==> src/rtl/tcc_pkg.sv <==
// Shared constants and types for the timer capture, reload and compare block
package tcc_pkg;
    localparam int unsigned APB_DW   = 32;
    localparam int unsigned NCH      = 3;
    localparam int unsigned NPIN     = 2;
    localparam int unsigned CNT_W    = 16;
    localparam int unsigned FILT_CLKS = 4;
    localparam int unsigned DIV_MIN_LOG2 = 2;
    localparam int unsigned DIV_W    = 9;
    localparam logic [CNT_W-1:0] CNT_ZERO = 16'h0000;
    localparam logic [CNT_W-1:0] CNT_MAX  = 16'hFFFF;
    // Register indices; byte address is four times the index
    localparam logic [7:0] IDX_CAP_CTRL = 8'h92;
    localparam logic [7:0] IDX_EDGE_SEL = 8'h93;
    localparam logic [7:0] IDX_FILT     = 8'h94;
    localparam logic [7:0] IDX_GIE      = 8'hA8;
    localparam logic [7:0] IDX_TCTRL    = 8'hC8;
    localparam logic [7:0] IDX_TMODE    = 8'hC9;
    localparam logic [7:0] IDX_RLD_LO   = 8'hCA;
    localparam logic [7:0] IDX_RLD_HI   = 8'hCB;
    localparam logic [7:0] IDX_CNT_LO   = 8'hCC;
    localparam logic [7:0] IDX_CNT_HI   = 8'hCD;
    localparam logic [7:0] IDX_RES0_LO  = 8'hE4;
    localparam logic [7:0] IDX_RES0_HI  = 8'hE5;
    localparam logic [7:0] IDX_RES1_LO  = 8'hE6;
    localparam logic [7:0] IDX_RES1_HI  = 8'hE7;
    localparam logic [7:0] IDX_IRQ_EN   = 8'hE8;
    localparam logic [7:0] IDX_RES2_LO  = 8'hED;
    localparam logic [7:0] IDX_RES2_HI  = 8'hEE;
    // Field positions
    localparam int unsigned CC_FLAG_LSB = 0;
    localparam int unsigned CC_EN_LSB   = 4;
    localparam int unsigned ES_LSB      = 0;
    localparam int unsigned FC_FEN_LSB  = 4;
    localparam int unsigned TC_CRS_BIT  = 0;
    localparam int unsigned TC_RUN_BIT  = 2;
    localparam int unsigned TC_CMF_BIT  = 7;
    localparam int unsigned TM_LTS_LSB  = 0;
    localparam int unsigned TM_MAC_BIT  = 2;
    localparam int unsigned TM_CAC_BIT  = 3;
    localparam int unsigned TM_DIV_LSB  = 4;
    localparam int unsigned TM_LEN_BIT  = 7;
    localparam int unsigned IE_CPT_BIT  = 2;
    localparam int unsigned GE_EA_BIT   = 7;
    typedef enum logic [1:0] {
        TCC_EDGE_FALL = 2'h0,
        TCC_EDGE_RISE = 2'h1,
        TCC_EDGE_BOTH = 2'h2,
        TCC_EDGE_RSVD = 2'h3
    } tcc_edge_t;
    typedef enum logic [1:0] {
        TCC_RLD_OVF = 2'h0,
        TCC_RLD_CH0 = 2'h1,
        TCC_RLD_CH1 = 2'h2,
        TCC_RLD_CH2 = 2'h3
    } tcc_rld_t;
endpackage

==> src/rtl/tcc_chan_if.sv <==
// Per-channel link between the register core and an edge detector
`timescale 1ns/10ps
interface tcc_chan_if;
    logic       raw;
    logic       filt_en;
    logic [1:0] edge_sel;
    logic       strobe;
    modport det (input raw, input filt_en, input edge_sel, output strobe);
    modport ctl (output raw, output filt_en, output edge_sel, input strobe);
endinterface

==> src/rtl/tcc_edge.sv <==
// Input synchroniser, glitch filter and edge detector for one channel
`timescale 1ns/10ps
module tcc_edge (
    input  wire logic core_clk_i,
    input  wire logic reset_i,
    tcc_chan_if.det   ch
);
    import tcc_pkg::*;
    localparam int unsigned RUN_W = $clog2(FILT_CLKS);
    typedef struct packed {
        logic             s1;
        logic             s2;
        logic             filt;
        logic             prev;
        logic [RUN_W-1:0] run;
    } tcc_edge_st_t;
    tcc_edge_st_t st_q;
    tcc_edge_st_t st_d;
    logic         level;

    if (FILT_CLKS < 2)
    begin : g_chk
        $error("Filter length below two clocks is not supported");
    end

    always_comb
    begin
        st_d = st_q;
        st_d.s1 = ch.raw;
        st_d.s2 = st_q.s1;
        // New level is taken only after it held for the full filter length
        if (st_q.s2 == st_q.filt)
            st_d.run = '0;
        else if (st_q.run == RUN_W'(FILT_CLKS - 1))
        begin
            st_d.filt = st_q.s2;
            st_d.run  = '0;
        end
        else
            st_d.run = st_q.run + 1'b1;
        level = ch.filt_en ? st_q.filt : st_q.s2;
        st_d.prev = level;
    end

    always_ff @(posedge core_clk_i)
    begin
        if (reset_i)
            st_q <= '0;
        else
            st_q <= st_d;
    end

    always_comb
    begin
        case (tcc_edge_t'(ch.edge_sel))
            TCC_EDGE_FALL: ch.strobe = ~level & st_q.prev;
            TCC_EDGE_RISE: ch.strobe = level & ~st_q.prev;
            TCC_EDGE_BOTH: ch.strobe = level ^ st_q.prev;
            default:       ch.strobe = 1'b0;
        endcase
    end
endmodule

==> src/rtl/tcc_prescale.sv <==
// Timer advance prescaler, divide by 4 to 512
`timescale 1ns/10ps
module tcc_prescale (
    input  wire logic       core_clk_i,
    input  wire logic       reset_i,
    input  wire logic       run_i,
    input  wire logic [2:0] div_code_i,
    output logic            tick_o
);
    import tcc_pkg::*;
    typedef struct packed {
        logic [DIV_W-1:0] cnt;
    } tcc_ps_st_t;
    tcc_ps_st_t     st_q;
    tcc_ps_st_t     st_d;
    logic [DIV_W:0] lim;

    always_comb
    begin
        st_d = st_q;
        // Shift amount is four bits so code 7 reaches 512 without wrapping
        lim = (DIV_W + 1)'(1) << (4'(div_code_i) + 4'(DIV_MIN_LOG2));
        tick_o = run_i && ({1'b0, st_q.cnt} >= lim - 1'b1);
        // Halted prescaler keeps its phase, like the count itself
        if (tick_o)
            st_d.cnt = '0;
        else if (run_i)
            st_d.cnt = st_q.cnt + 1'b1;
    end

    always_ff @(posedge core_clk_i)
    begin
        if (reset_i)
            st_q <= '0;
        else
            st_q <= st_d;
    end
endmodule

==> src/rtl/tcc_top.sv <==
// Timer capture, auto-reload and compare block with APB register access
//
// Operation
// - Capture mode is selected when compare select is clear, whether or not reload enable is set
// - Three result channels share one 16-bit timer; two pins with detectors
// - Filter enable bits 5:4 reject input pulses shorter than four clocks
// - Edge code 00 falling, 01 rising, 10 both, 11 never triggers
// - A channel captures only while its enable bit (4 or 5) is set
// - Selected edge copies the running count into that channel's result
// - Capture edge sets channel flag bit 0 or 1; software clears it
// - Shared interrupt when a flag, capture enable and global enable are set
// - Capture auto-clear zeroes the count right after the value is stored
// - Auto-reload mode loads the reload pair into the count on reload event
// - Reload event is overflow or one enabled capture channel, by select
// - With capture auto-clear a capture event zeroes, never reloads
// - Compare select makes the pair the compare value, reload enable ignored
// - Count equal to compare value sets match flag bit 7 of control
// - Match auto-clear zeroes the count after a compare match
// - Capture control and capture result registers reset to zero
// - Reload trigger code 00 overflow, 01 ch0, 10 ch1, 11 ch2
// - Run bit clear halts the count and keeps it; set lets it advance
// - Count advances at clock divided by 4 up to 512, code 000 is 4
//
// Implementation choice: the APB interface to the registers.
`timescale 1ns/10ps
module tcc_top #(
    parameter int unsigned ADDR_W = 12
) (
    input  wire logic                      core_clk_i,
    input  wire logic                      reset_i,
    input  wire logic                      psel_i,
    input  wire logic                      penable_i,
    input  wire logic                      pwrite_i,
    input  wire logic [ADDR_W-1:0]         paddr_i,
    input  wire logic [tcc_pkg::APB_DW-1:0] pwdata_i,
    input  wire logic [3:0]                pstrb_i,
    output logic      [tcc_pkg::APB_DW-1:0] prdata_o,
    output logic                           pready_o,
    output logic                           pslverr_o,
    input  wire logic                      capture_input_0_i,
    input  wire logic                      capture_input_1_i,
    output logic                           capture_irq_o
);
    import tcc_pkg::*;

    typedef struct packed {
        logic [NPIN-1:0]            en;
        logic [NPIN-1:0]            flag;
        logic [2*NPIN-1:0]          esel;
        logic [NPIN-1:0]            fen;
        logic                       crs;
        logic                       run;
        logic                       cmf;
        logic                       len;
        logic [2:0]                 div;
        logic                       cac;
        logic                       mac;
        logic [1:0]                 lts;
        logic                       capture_irq_enable;
        logic                       ea;
        logic [CNT_W-1:0]           rld;
        logic [CNT_W-1:0]           cnt;
        logic [NCH-1:0][CNT_W-1:0]  res;
        logic                       irq;
        logic                       pready;
        logic                       pslverr;
        logic [APB_DW-1:0]          prdata;
    } tcc_top_st_t;

    tcc_top_st_t     st_q;
    tcc_top_st_t     st_d;
    logic [NPIN-1:0] pins;
    logic [NPIN-1:0] strobe;
    logic [NPIN-1:0] cap_ev;
    logic            cap_any;
    logic            tick;
    logic            ovf;
    logic            reload_sel;
    logic            reload_ev;
    logic            match;
    logic            rd_phase;
    logic            wr;
    logic            hit;
    logic            addr_ok;
    logic            cnt_wr;
    logic [7:0]      idx;
    logic [7:0]      wb;
    logic [7:0]      rd_byte;

    if (ADDR_W < 11)
    begin : g_chk
        $error("APB address must be at least 11 bits wide");
    end

    assign pins = {capture_input_1_i, capture_input_0_i};

    // Channel 2 has no pin, so only the pinned channels get a detector
    for (genvar g = 0; g < NPIN; g++)
    begin : g_ch
        tcc_chan_if ch ();
        assign ch.raw      = pins[g];
        assign ch.filt_en  = st_q.fen[g];
        assign ch.edge_sel = st_q.esel[2*g +: 2];
        assign strobe[g]   = ch.strobe;
        assign cap_ev[g]   = ch.strobe & st_q.en[g] & ~st_q.crs;
        tcc_edge u_edge (
            .core_clk_i (core_clk_i),
            .reset_i    (reset_i),
            .ch         (ch.det)
        );
    end

    tcc_prescale u_prescale (
        .core_clk_i (core_clk_i),
        .reset_i    (reset_i),
        .run_i      (st_q.run),
        .div_code_i (st_q.div),
        .tick_o     (tick)
    );

    // Bus decode; one wait state lets read data come from a flop
    always_comb
    begin
        idx = paddr_i[9:2];
        wb = pwdata_i[7:0];
        case (idx)
            IDX_CAP_CTRL, IDX_EDGE_SEL, IDX_FILT, IDX_GIE, IDX_TCTRL,
            IDX_TMODE, IDX_RLD_LO, IDX_RLD_HI, IDX_CNT_LO, IDX_CNT_HI,
            IDX_RES0_LO, IDX_RES0_HI, IDX_RES1_LO, IDX_RES1_HI,
            IDX_IRQ_EN, IDX_RES2_LO, IDX_RES2_HI: hit = 1'b1;
            default:                               hit = 1'b0;
        endcase
        addr_ok = hit && (paddr_i[1:0] == 2'h0)
                  && (paddr_i[ADDR_W-1:10] == '0);
        rd_phase = psel_i && penable_i && !st_q.pready;
        wr = psel_i && penable_i && st_q.pready && pwrite_i
             && pstrb_i[0] && addr_ok;
        cnt_wr = wr && (idx == IDX_CNT_LO || idx == IDX_CNT_HI);
    end

    always_comb
    begin
        rd_byte = 8'h00;
        case (idx)
            IDX_CAP_CTRL:
            begin
                rd_byte[CC_EN_LSB +: NPIN]   = st_q.en;
                rd_byte[CC_FLAG_LSB +: NPIN] = st_q.flag;
            end
            IDX_EDGE_SEL: rd_byte[ES_LSB +: 2*NPIN] = st_q.esel;
            IDX_FILT:     rd_byte[FC_FEN_LSB +: NPIN] = st_q.fen;
            IDX_GIE:      rd_byte[GE_EA_BIT] = st_q.ea;
            IDX_TCTRL:
            begin
                rd_byte[TC_CMF_BIT] = st_q.cmf;
                rd_byte[TC_RUN_BIT] = st_q.run;
                rd_byte[TC_CRS_BIT] = st_q.crs;
            end
            IDX_TMODE:
            begin
                rd_byte[TM_LEN_BIT]      = st_q.len;
                rd_byte[TM_DIV_LSB +: 3] = st_q.div;
                rd_byte[TM_CAC_BIT]      = st_q.cac;
                rd_byte[TM_MAC_BIT]      = st_q.mac;
                rd_byte[TM_LTS_LSB +: 2] = st_q.lts;
            end
            IDX_RLD_LO:  rd_byte = st_q.rld[7:0];
            IDX_RLD_HI:  rd_byte = st_q.rld[15:8];
            IDX_CNT_LO:  rd_byte = st_q.cnt[7:0];
            IDX_CNT_HI:  rd_byte = st_q.cnt[15:8];
            IDX_RES0_LO: rd_byte = st_q.res[0][7:0];
            IDX_RES0_HI: rd_byte = st_q.res[0][15:8];
            IDX_RES1_LO: rd_byte = st_q.res[1][7:0];
            IDX_RES1_HI: rd_byte = st_q.res[1][15:8];
            IDX_RES2_LO: rd_byte = st_q.res[2][7:0];
            IDX_RES2_HI: rd_byte = st_q.res[2][15:8];
            IDX_IRQ_EN:  rd_byte[IE_CPT_BIT] = st_q.capture_irq_enable;
            default:     rd_byte = 8'h00;
        endcase
    end

    // Timer events
    always_comb
    begin
        cap_any = |cap_ev;
        ovf = tick && (st_q.cnt == CNT_MAX);
        case (tcc_rld_t'(st_q.lts))
            TCC_RLD_OVF: reload_sel = ovf;
            TCC_RLD_CH0: reload_sel = cap_ev[0];
            TCC_RLD_CH1: reload_sel = cap_ev[1];
            default:     reload_sel = 1'b0;
        endcase
        reload_ev = ~st_q.crs & st_q.len & reload_sel;
        match = st_q.crs && tick && (st_q.cnt == st_q.rld);
    end

    always_comb
    begin
        st_d = st_q;
        st_d.pready = rd_phase;
        if (rd_phase)
        begin
            st_d.prdata  = {{(APB_DW - 8){1'b0}}, rd_byte};
            st_d.pslverr = !addr_ok;
        end
        if (wr)
        begin
            case (idx)
                IDX_CAP_CTRL:
                begin
                    st_d.en   = wb[CC_EN_LSB +: NPIN];
                    st_d.flag = wb[CC_FLAG_LSB +: NPIN];
                end
                IDX_EDGE_SEL: st_d.esel = wb[ES_LSB +: 2*NPIN];
                IDX_FILT:     st_d.fen = wb[FC_FEN_LSB +: NPIN];
                IDX_GIE:      st_d.ea = wb[GE_EA_BIT];
                IDX_TCTRL:
                begin
                    st_d.cmf = wb[TC_CMF_BIT];
                    st_d.run = wb[TC_RUN_BIT];
                    st_d.crs = wb[TC_CRS_BIT];
                end
                IDX_TMODE:
                begin
                    st_d.len = wb[TM_LEN_BIT];
                    st_d.div = wb[TM_DIV_LSB +: 3];
                    st_d.cac = wb[TM_CAC_BIT];
                    st_d.mac = wb[TM_MAC_BIT];
                    st_d.lts = wb[TM_LTS_LSB +: 2];
                end
                IDX_RLD_LO:  st_d.rld[7:0] = wb;
                IDX_RLD_HI:  st_d.rld[15:8] = wb;
                IDX_RES0_LO: st_d.res[0][7:0] = wb;
                IDX_RES0_HI: st_d.res[0][15:8] = wb;
                IDX_RES1_LO: st_d.res[1][7:0] = wb;
                IDX_RES1_HI: st_d.res[1][15:8] = wb;
                IDX_RES2_LO: st_d.res[2][7:0] = wb;
                IDX_RES2_HI: st_d.res[2][15:8] = wb;
                IDX_IRQ_EN:  st_d.capture_irq_enable = wb[IE_CPT_BIT];
                default:     st_d.capture_irq_enable = st_q.capture_irq_enable;
            endcase
        end
        // Hardware sets after the bus so an edge is never lost to a clear
        for (int i = 0; i < NPIN; i++)
        begin
            if (cap_ev[i])
            begin
                st_d.res[i]  = st_q.cnt;
                st_d.flag[i] = 1'b1;
            end
        end
        if (match)
            st_d.cmf = 1'b1;
        if (cap_any && st_q.cac)
            st_d.cnt = CNT_ZERO;
        else if (reload_ev)
            st_d.cnt = st_q.rld;
        else if (match && st_q.mac)
            st_d.cnt = CNT_ZERO;
        else if (tick)
            st_d.cnt = st_q.cnt + 1'b1;
        // A software write to the count wins over the timer itself
        if (wr && idx == IDX_CNT_LO)
            st_d.cnt[7:0] = wb;
        if (wr && idx == IDX_CNT_HI)
            st_d.cnt[15:8] = wb;
        st_d.irq = (|st_q.flag) && st_q.capture_irq_enable && st_q.ea;
    end

    always_ff @(posedge core_clk_i)
    begin
        if (reset_i)
            st_q <= '0;
        else
            st_q <= st_d;
    end

    assign prdata_o      = st_q.prdata;
    assign pready_o      = st_q.pready;
    assign pslverr_o     = st_q.pslverr;
    assign capture_irq_o = st_q.irq;
endmodule

==> config.mk <==
export PLATFORM = sky130hd
export DESIGN_NAME = tcc_top
export DESIGN_NICKNAME = d
export VERILOG_FILES = /design/src/rtl/tcc_pkg.sv /design/src/rtl/tcc_chan_if.sv /design/src/rtl/tcc_edge.sv /design/src/rtl/tcc_prescale.sv /design/src/rtl/tcc_top.sv
export SDC_FILE = /design/constraint.sdc
export NUM_CORES = 1
export LEC_CHECK = 0
export BUFFER_PORTS_ARGS = -buffer_cell sky130_fd_sc_hd__buf_2
export CELL_PAD_IN_SITES_DETAIL_PLACEMENT = 0
export CELL_PAD_IN_SITES_GLOBAL_PLACEMENT = 1
export CORE_MARGIN = 2
export CORE_UTILIZATION = 44
export DETAILED_ROUTE_END_ITERATION = 8
export PLACE_DENSITY = 0.81
export RECOVER_POWER = 50
export SLEW_MARGIN = 5
export SYNTH_ARGS = -nofsm -noshare
export SYNTH_HDL_FRONTEND = slang
export SYNTH_SLANG_ARGS = --single-unit
==> constraint.sdc <==
create_clock -name core_clk_i -period 4.9 [get_ports core_clk_i]
set_input_delay 0.98 -clock core_clk_i [delete_from_list [all_inputs] [get_ports core_clk_i]]
set_output_delay 0.98 -clock core_clk_i [all_outputs]
set_load 0.02 [all_outputs]
Yosys cells after proc, flatten, opt, wreduce, memory -nomap -nowiden
Cells that the tools add are included.
- equality and inequality tests: 29
- reduce and logical (&&, ||, !) cells: 63
- $lt $le $gt $ge: 1
- mux-type cells: 39
- shifts and indexed selects: 1
- bitwise logic cells: 19
- add/subtract/negate cells: 6
- operators with widths (kind ; number):
    $eq 8x8->1 const B ; 17
    $mux 16 ; 6
    $mux 8 ; 9
    $reduce_and 2->1 ; 20
    $mux 37 ; 1
    $mux 32 ; 1
    $pmux 1 s14 ; 2
    $pmux 1 s13 ; 2
    $pmux 2 s13 ; 1
    $reduce_bool 2->1 ; 10
    $logic_and 1x1->1 ; 18
    $reduce_or 17->1 ; 1
    $add 16x1->16 const B ; 1
    $eq 16x16->1 ; 1
    $eq 16x16->1 const B ; 1
    $pmux 1 s12 ; 1
    $pmux 1 s11 ; 1
    $and 1x1->1 ; 10
    $eq 2x2->1 const B ; 5
    $ge 9x10->1 ; 1
    $logic_not 2->1 ; 5
    $reduce_bool 5->1 ; 2
    $shl 1x4->10 const A ; 1
    $sub 10x1->10 const B ; 1
    15 further kinds ; 40
- word-level logic and storage cells: 198
- input port bits: 55
- flip-flop bits (word level): 135

Logic depth before layout (Yosys ltp)
- depth after elaboration: 12
- depth in mapped cells: 18
- mapped depth without buffers: 15

Modules after synthesis
From an unflattened synthesis, not the netlist that was laid out.
- cells, all modules: 958
- area total of the unflattened synthesis: 8061.5 µm²
- by module, submodules not included (module ; cells each ; area an instance (µm²) ; times used ; sequential area each (µm²)):
    tcc_top ; 814 ; 6751.5 ; 1 ; 2282.2
    tcc_prescale ; 92 ; 794.5 ; 1 ; 180.2
    tcc_edge ; 26 ; 257.7 ; 2 ; 120.1

Least setup slack after synthesis
No wires, ideal clock.
- kind: register to register
- start point: register st_q[122] (netlist bit)
- end point: register st_q[93] (netlist bit)
- path buffers: 3
- slack: 1.468 ns
- arrival: 3.352 ns
- clock period less this slack: 3.432 ns
- setup time: 0.080 ns
- cell stages (with the launch flop): 18
- path through: dfxtp_1 > ha_1 > nor2_1 > nand3b_1 > ha_1 > clkbuf_1 > nor3_1 > mux2_2 > a22oi_1 > ha_1 > nand4_1 > o21bai_1 > o21a_1 > or4b_1 > buf_4 > buf_6 > a2bb2oi_2 > o221ai_2
- longest elaborated chain between the ends: 12
- RTL lines (item ; RTL line ; text):
    from (decl) ; tcc_top.sv:70 ; tcc_top_st_t st_q;
    from (signal assigned) ; tcc_top.sv:275 ; st_q <= st_d;
    $add 3x2->4 * ; tcc_prescale.sv:22 ; lim = (DIV_W + 1)'(1) << (4'(div_code_i) + 4'(DIV_MIN_LOG2));
    $shl 1x4->10 * ; tcc_prescale.sv:22 ;
    $sub 10x1->10 * ; tcc_prescale.sv:23 ; tick_o = run_i && ({1'b0, st_q.cnt} >= lim - 1'b1);
    $ge 9x10->1 * ; tcc_prescale.sv:23 ;
    $logic_and 1x1->1 * ; tcc_prescale.sv:23 ;
    branches (longest 7 deep; another with $mux 16) ; n/a ;
Mark *: on every way between the ends.
A chain may end at the register's enable or synchronous reset.

==> impl_results.md <==
* Number of synthesized register bits at between 100 and 150
* Worst Hold Endpoint: g_ch[1].u_edge.st_q[0]
* Post-synth EDFFs at 0
* I/O pins at 90
* Critical path type: in -> reg
* Failing checks: max-capacitance violations, max-slew violations
* Die X at ~140 um
* Initial antenna violation count at 0
* Non-Filler Instances at about 1.2k
* Syn Inst Count at about 950
* Final core utilization at roughly half
* GP Congestion at ~0.94
* Cell Chain, Critical Path: clkbuf_1, nor2_1, a22oi_1, o21ai_1
* Synth area leaders: dfxtp_1 35%, a21oi_1 4.8%, nand2_1 4.2%
* Final Hold Fails at 0
* Share of layout cells above drive strength 1 at 11.3%
* Period Utilization, post-route at 88.8%
* Iter 0 DRT Violations at roughly 870
* Slew Limit Headroom at -133%
* Worst path required time at around 5200 ps
* Hold Crit Start: g_ch[1].u_edge.st_q[0]
* CP Capture Type: flip-flop
* Crit path largest cell delay at between 2000 and 2500 ps
* Static Leak at between 2 and 3 nW
* Clock transition at path regs at 60 ps
* R2R Setup Slk at just over 600 ps
* Die area at between 15000 and 20000 um2
* CTS Buffer Depth at 2
* CP delay by family, top: buffers and inverters
* Hold path cells at 1
* Sequential fraction of the synthesis area at between 30% and 40%
* Post-Synth Simple-Gate Area at a little under a quarter
* DRC violations left at 0
* Max Fclk at ~0.23 GHz
* Post-synth top cells: 135 x dfxtp_1, 88 x nand2_1, 75 x a21oi_1
* Syn. warnings at 0
* Status: finished with violations
* Antenna-violating nets left at 0
* Mapped Area at ~7800 um2
* Max Cap Violations at 1
* DR WL/cell at between 20 and 25 um
* Via density at around 6
* Minimum clock period at between 4000 and 5000 ps
* Power Density at 313 nW/um2
* Pin count of the biggest net entering global routing at between 80 and 90
* Core area at about 17000 um2
* Clk_skew at a little under 9 ps
* Cts hold-fix bufs at 0
* Top-area cell type share of the netlist area at 34.7%
* Worst Path Arrival at roughly 4700 ps
* Slowest CP cell: clkbuf_1
* Slew @ Worst Pin at 3490 ps
* Synth-to-layout area growth at 8.85%
* NumNets Final at 1003
* Crit-path max FO at around 80
* Number of global-route vias before repair at 6505
* Num CTS Buffers at 17
* FF-to-FF path depth at 14
* R2r endpoint: st_q[89]
* FP Rows at between 40 and 50
* Power Total at about 2.7 mW
* Ys async rst share at 0%
* Diode count at 0
* Worst path bufs/invs at 1
* Compound-cell area share of the yosys netlist at a little over a fifth
* Total congestion overflow at 0
* Die height at approximately 140 um
* Setup bufs post-CTS at 0
* Top cell type by total area after synthesis: dfxtp_1
* Worst-Skew Late Latency at roughly 430 ps
* Post-synthesis xor/xnor area fraction at under 10%
* Final wirelength at ~25 mm
* DP HPWL at 17.2 mm
* Syn avg cell area at 8.22 um2
* Post-synthesis mux area share at under 10%
* DP Area at around 7900 um2
* Peak supply drop at 268 uV
* Vias post-DR at slightly above 7k
* Root buf cell: clkbuf_16
* Port buffer count at 38
* First-pass GRT wire length at 38.0 mm
* Post-synth top flop: dfxtp_1
* Initial Util at 45.0%
* Synth cell types at between 70 and 80
* Most common cell in the netlist: dfxtp_1
* Tightest Hold Check Type: reg -> reg
* Setup violations, final at 0
* Final Instance Area at about 8500 um2
* GRT Overall Usage at around 27%
* Startpoint Class: input port
* Slew Viols, Final at approximately 80
* CTS resizes at 0
* Largest family of logic cells by synthesized area: simple AND/OR/NAND/NOR gates
* R2R Path Start: st_q[122]
* First-pass detailed-route iteration total at 5
* Placed Instances at approximately 1.1k
* CTS tree: done
* H-tree Lvls at 4
* Unrepaired setup endpoints after global routing: no
* Total Neg Setup Slack at 0 ps
* Clk sinks at between 100 and 150
* Synth Area in Adders at slightly above 3%
[cells by family (layout without fill, tap and decap cells)]
| group | after synthesis | in the layout |
|---|---|---|
| buffers and inverters | 130 | 102 |
| XOR/XNOR | 41 | 41 |
| flip-flops | 135 | 135 |
| adder cells (fa/ha/maj) | 19 | 19 |
| AND/OR/NAND/NOR | 352 | 352 |
| AO/OA/AOI/OAI | 238 | 238 |
| other | 1 | 24 |
| multiplexers | 31 | 31 |
[registers in the layout (all words and copies together) (netlist names)]
| signal | cells |
|---|---|
| st_q | 97 |
| g_ch.ch.edge_sel | 4 |
| pslverr_o | 1 |
| g_ch.ch.filt_en | 2 |
| g_ch.u_edge.st_q | 10 |
| pready_o | 1 |
| u_prescale.st_q | 9 |
| g_ch.u_edge.st_d | 2 |
| capture_irq_o | 1 |
| prdata_o | 8 |
[how the worst max path moves through the flow]
stage,slack (ps),endpoint,cells past startpoint,start
after global routing,210,st_q[95],4,reset_i
after global placement,690,st_q[89],14,st_q[122]
after floorplan,1470,st_q[93],17,st_q[122]
after detailed placement,630,st_q[89],14,st_q[122]
final,550,st_q[95],4,reset_i
after CTS,600,st_q[89],14,st_q[122]
[report_power, final]
part           total (mW)  internal (mW)  switching (mW)
Sequential           1.11           1.11         0.00384
Combinational       0.155         0.0374           0.118
Clock                1.39          0.890           0.502
Total                2.66           2.03           0.623
[routing by layer]
layer	GRT usage [%]	vias up	wire [um]
li1	-	3353	-
met4	13.2	0	919
met1	37.1	3435	11100
met3	6.78	60	2200
met2	39.4	335	10800
met5	0	-	0
[worst register-to-register path: cells and delay by family (launching register included)]
kind            cells  cell delay (ps)
simple gates        5             1420
compound gates      6             1310
fa+ha+maj           3              930
flops               1              530
[layout make-up]
class,count,area (um2)
Clock buffer,20,467
Clock inverter,12,173
Fill cell,1697,8820
Inverter,18,67.6
Multi-Input combinational cell,705,4510
Sequential cell,135,2700
Tap cell,225,282
Timing Repair Buffer,52,280
[cells in the final DEF (no fill, tap or decap), types with 5 or more instances in the layout]
cell type and count:
xor2_1 29, a221oi_1 7, nand3_1 66, inv_1 18
o221ai_1 10, nor2b_1 8, clkbuf_1 12, a32oi_1 19
nand2_1 88, buf_2 26, nand4_1 12, clkbuf_16 17
dfxtp_1 135, a211oi_1 8, mux2i_1 19, nor2_1 61
nand3b_1 19, a22oi_1 34, ha_1 19, mux2_2 10
conb_1 24, nand2b_1 22, buf_4 14, nor3b_1 6
a2bb2oi_1 14, and4_1 5, nor3_1 21, a21oi_1 75
o21ai_1 14, xnor2_1 12, o21ai_0 22
[per-stage QoR]
stage	hold WS [ps]	worst slack, ps
floorplan	397	1470
global placement	409	692
detailed placement	411	626
CTS	419	601
global route	446	215
finish	417	548
Note: power is estimated with default switching activity, not from simulation.
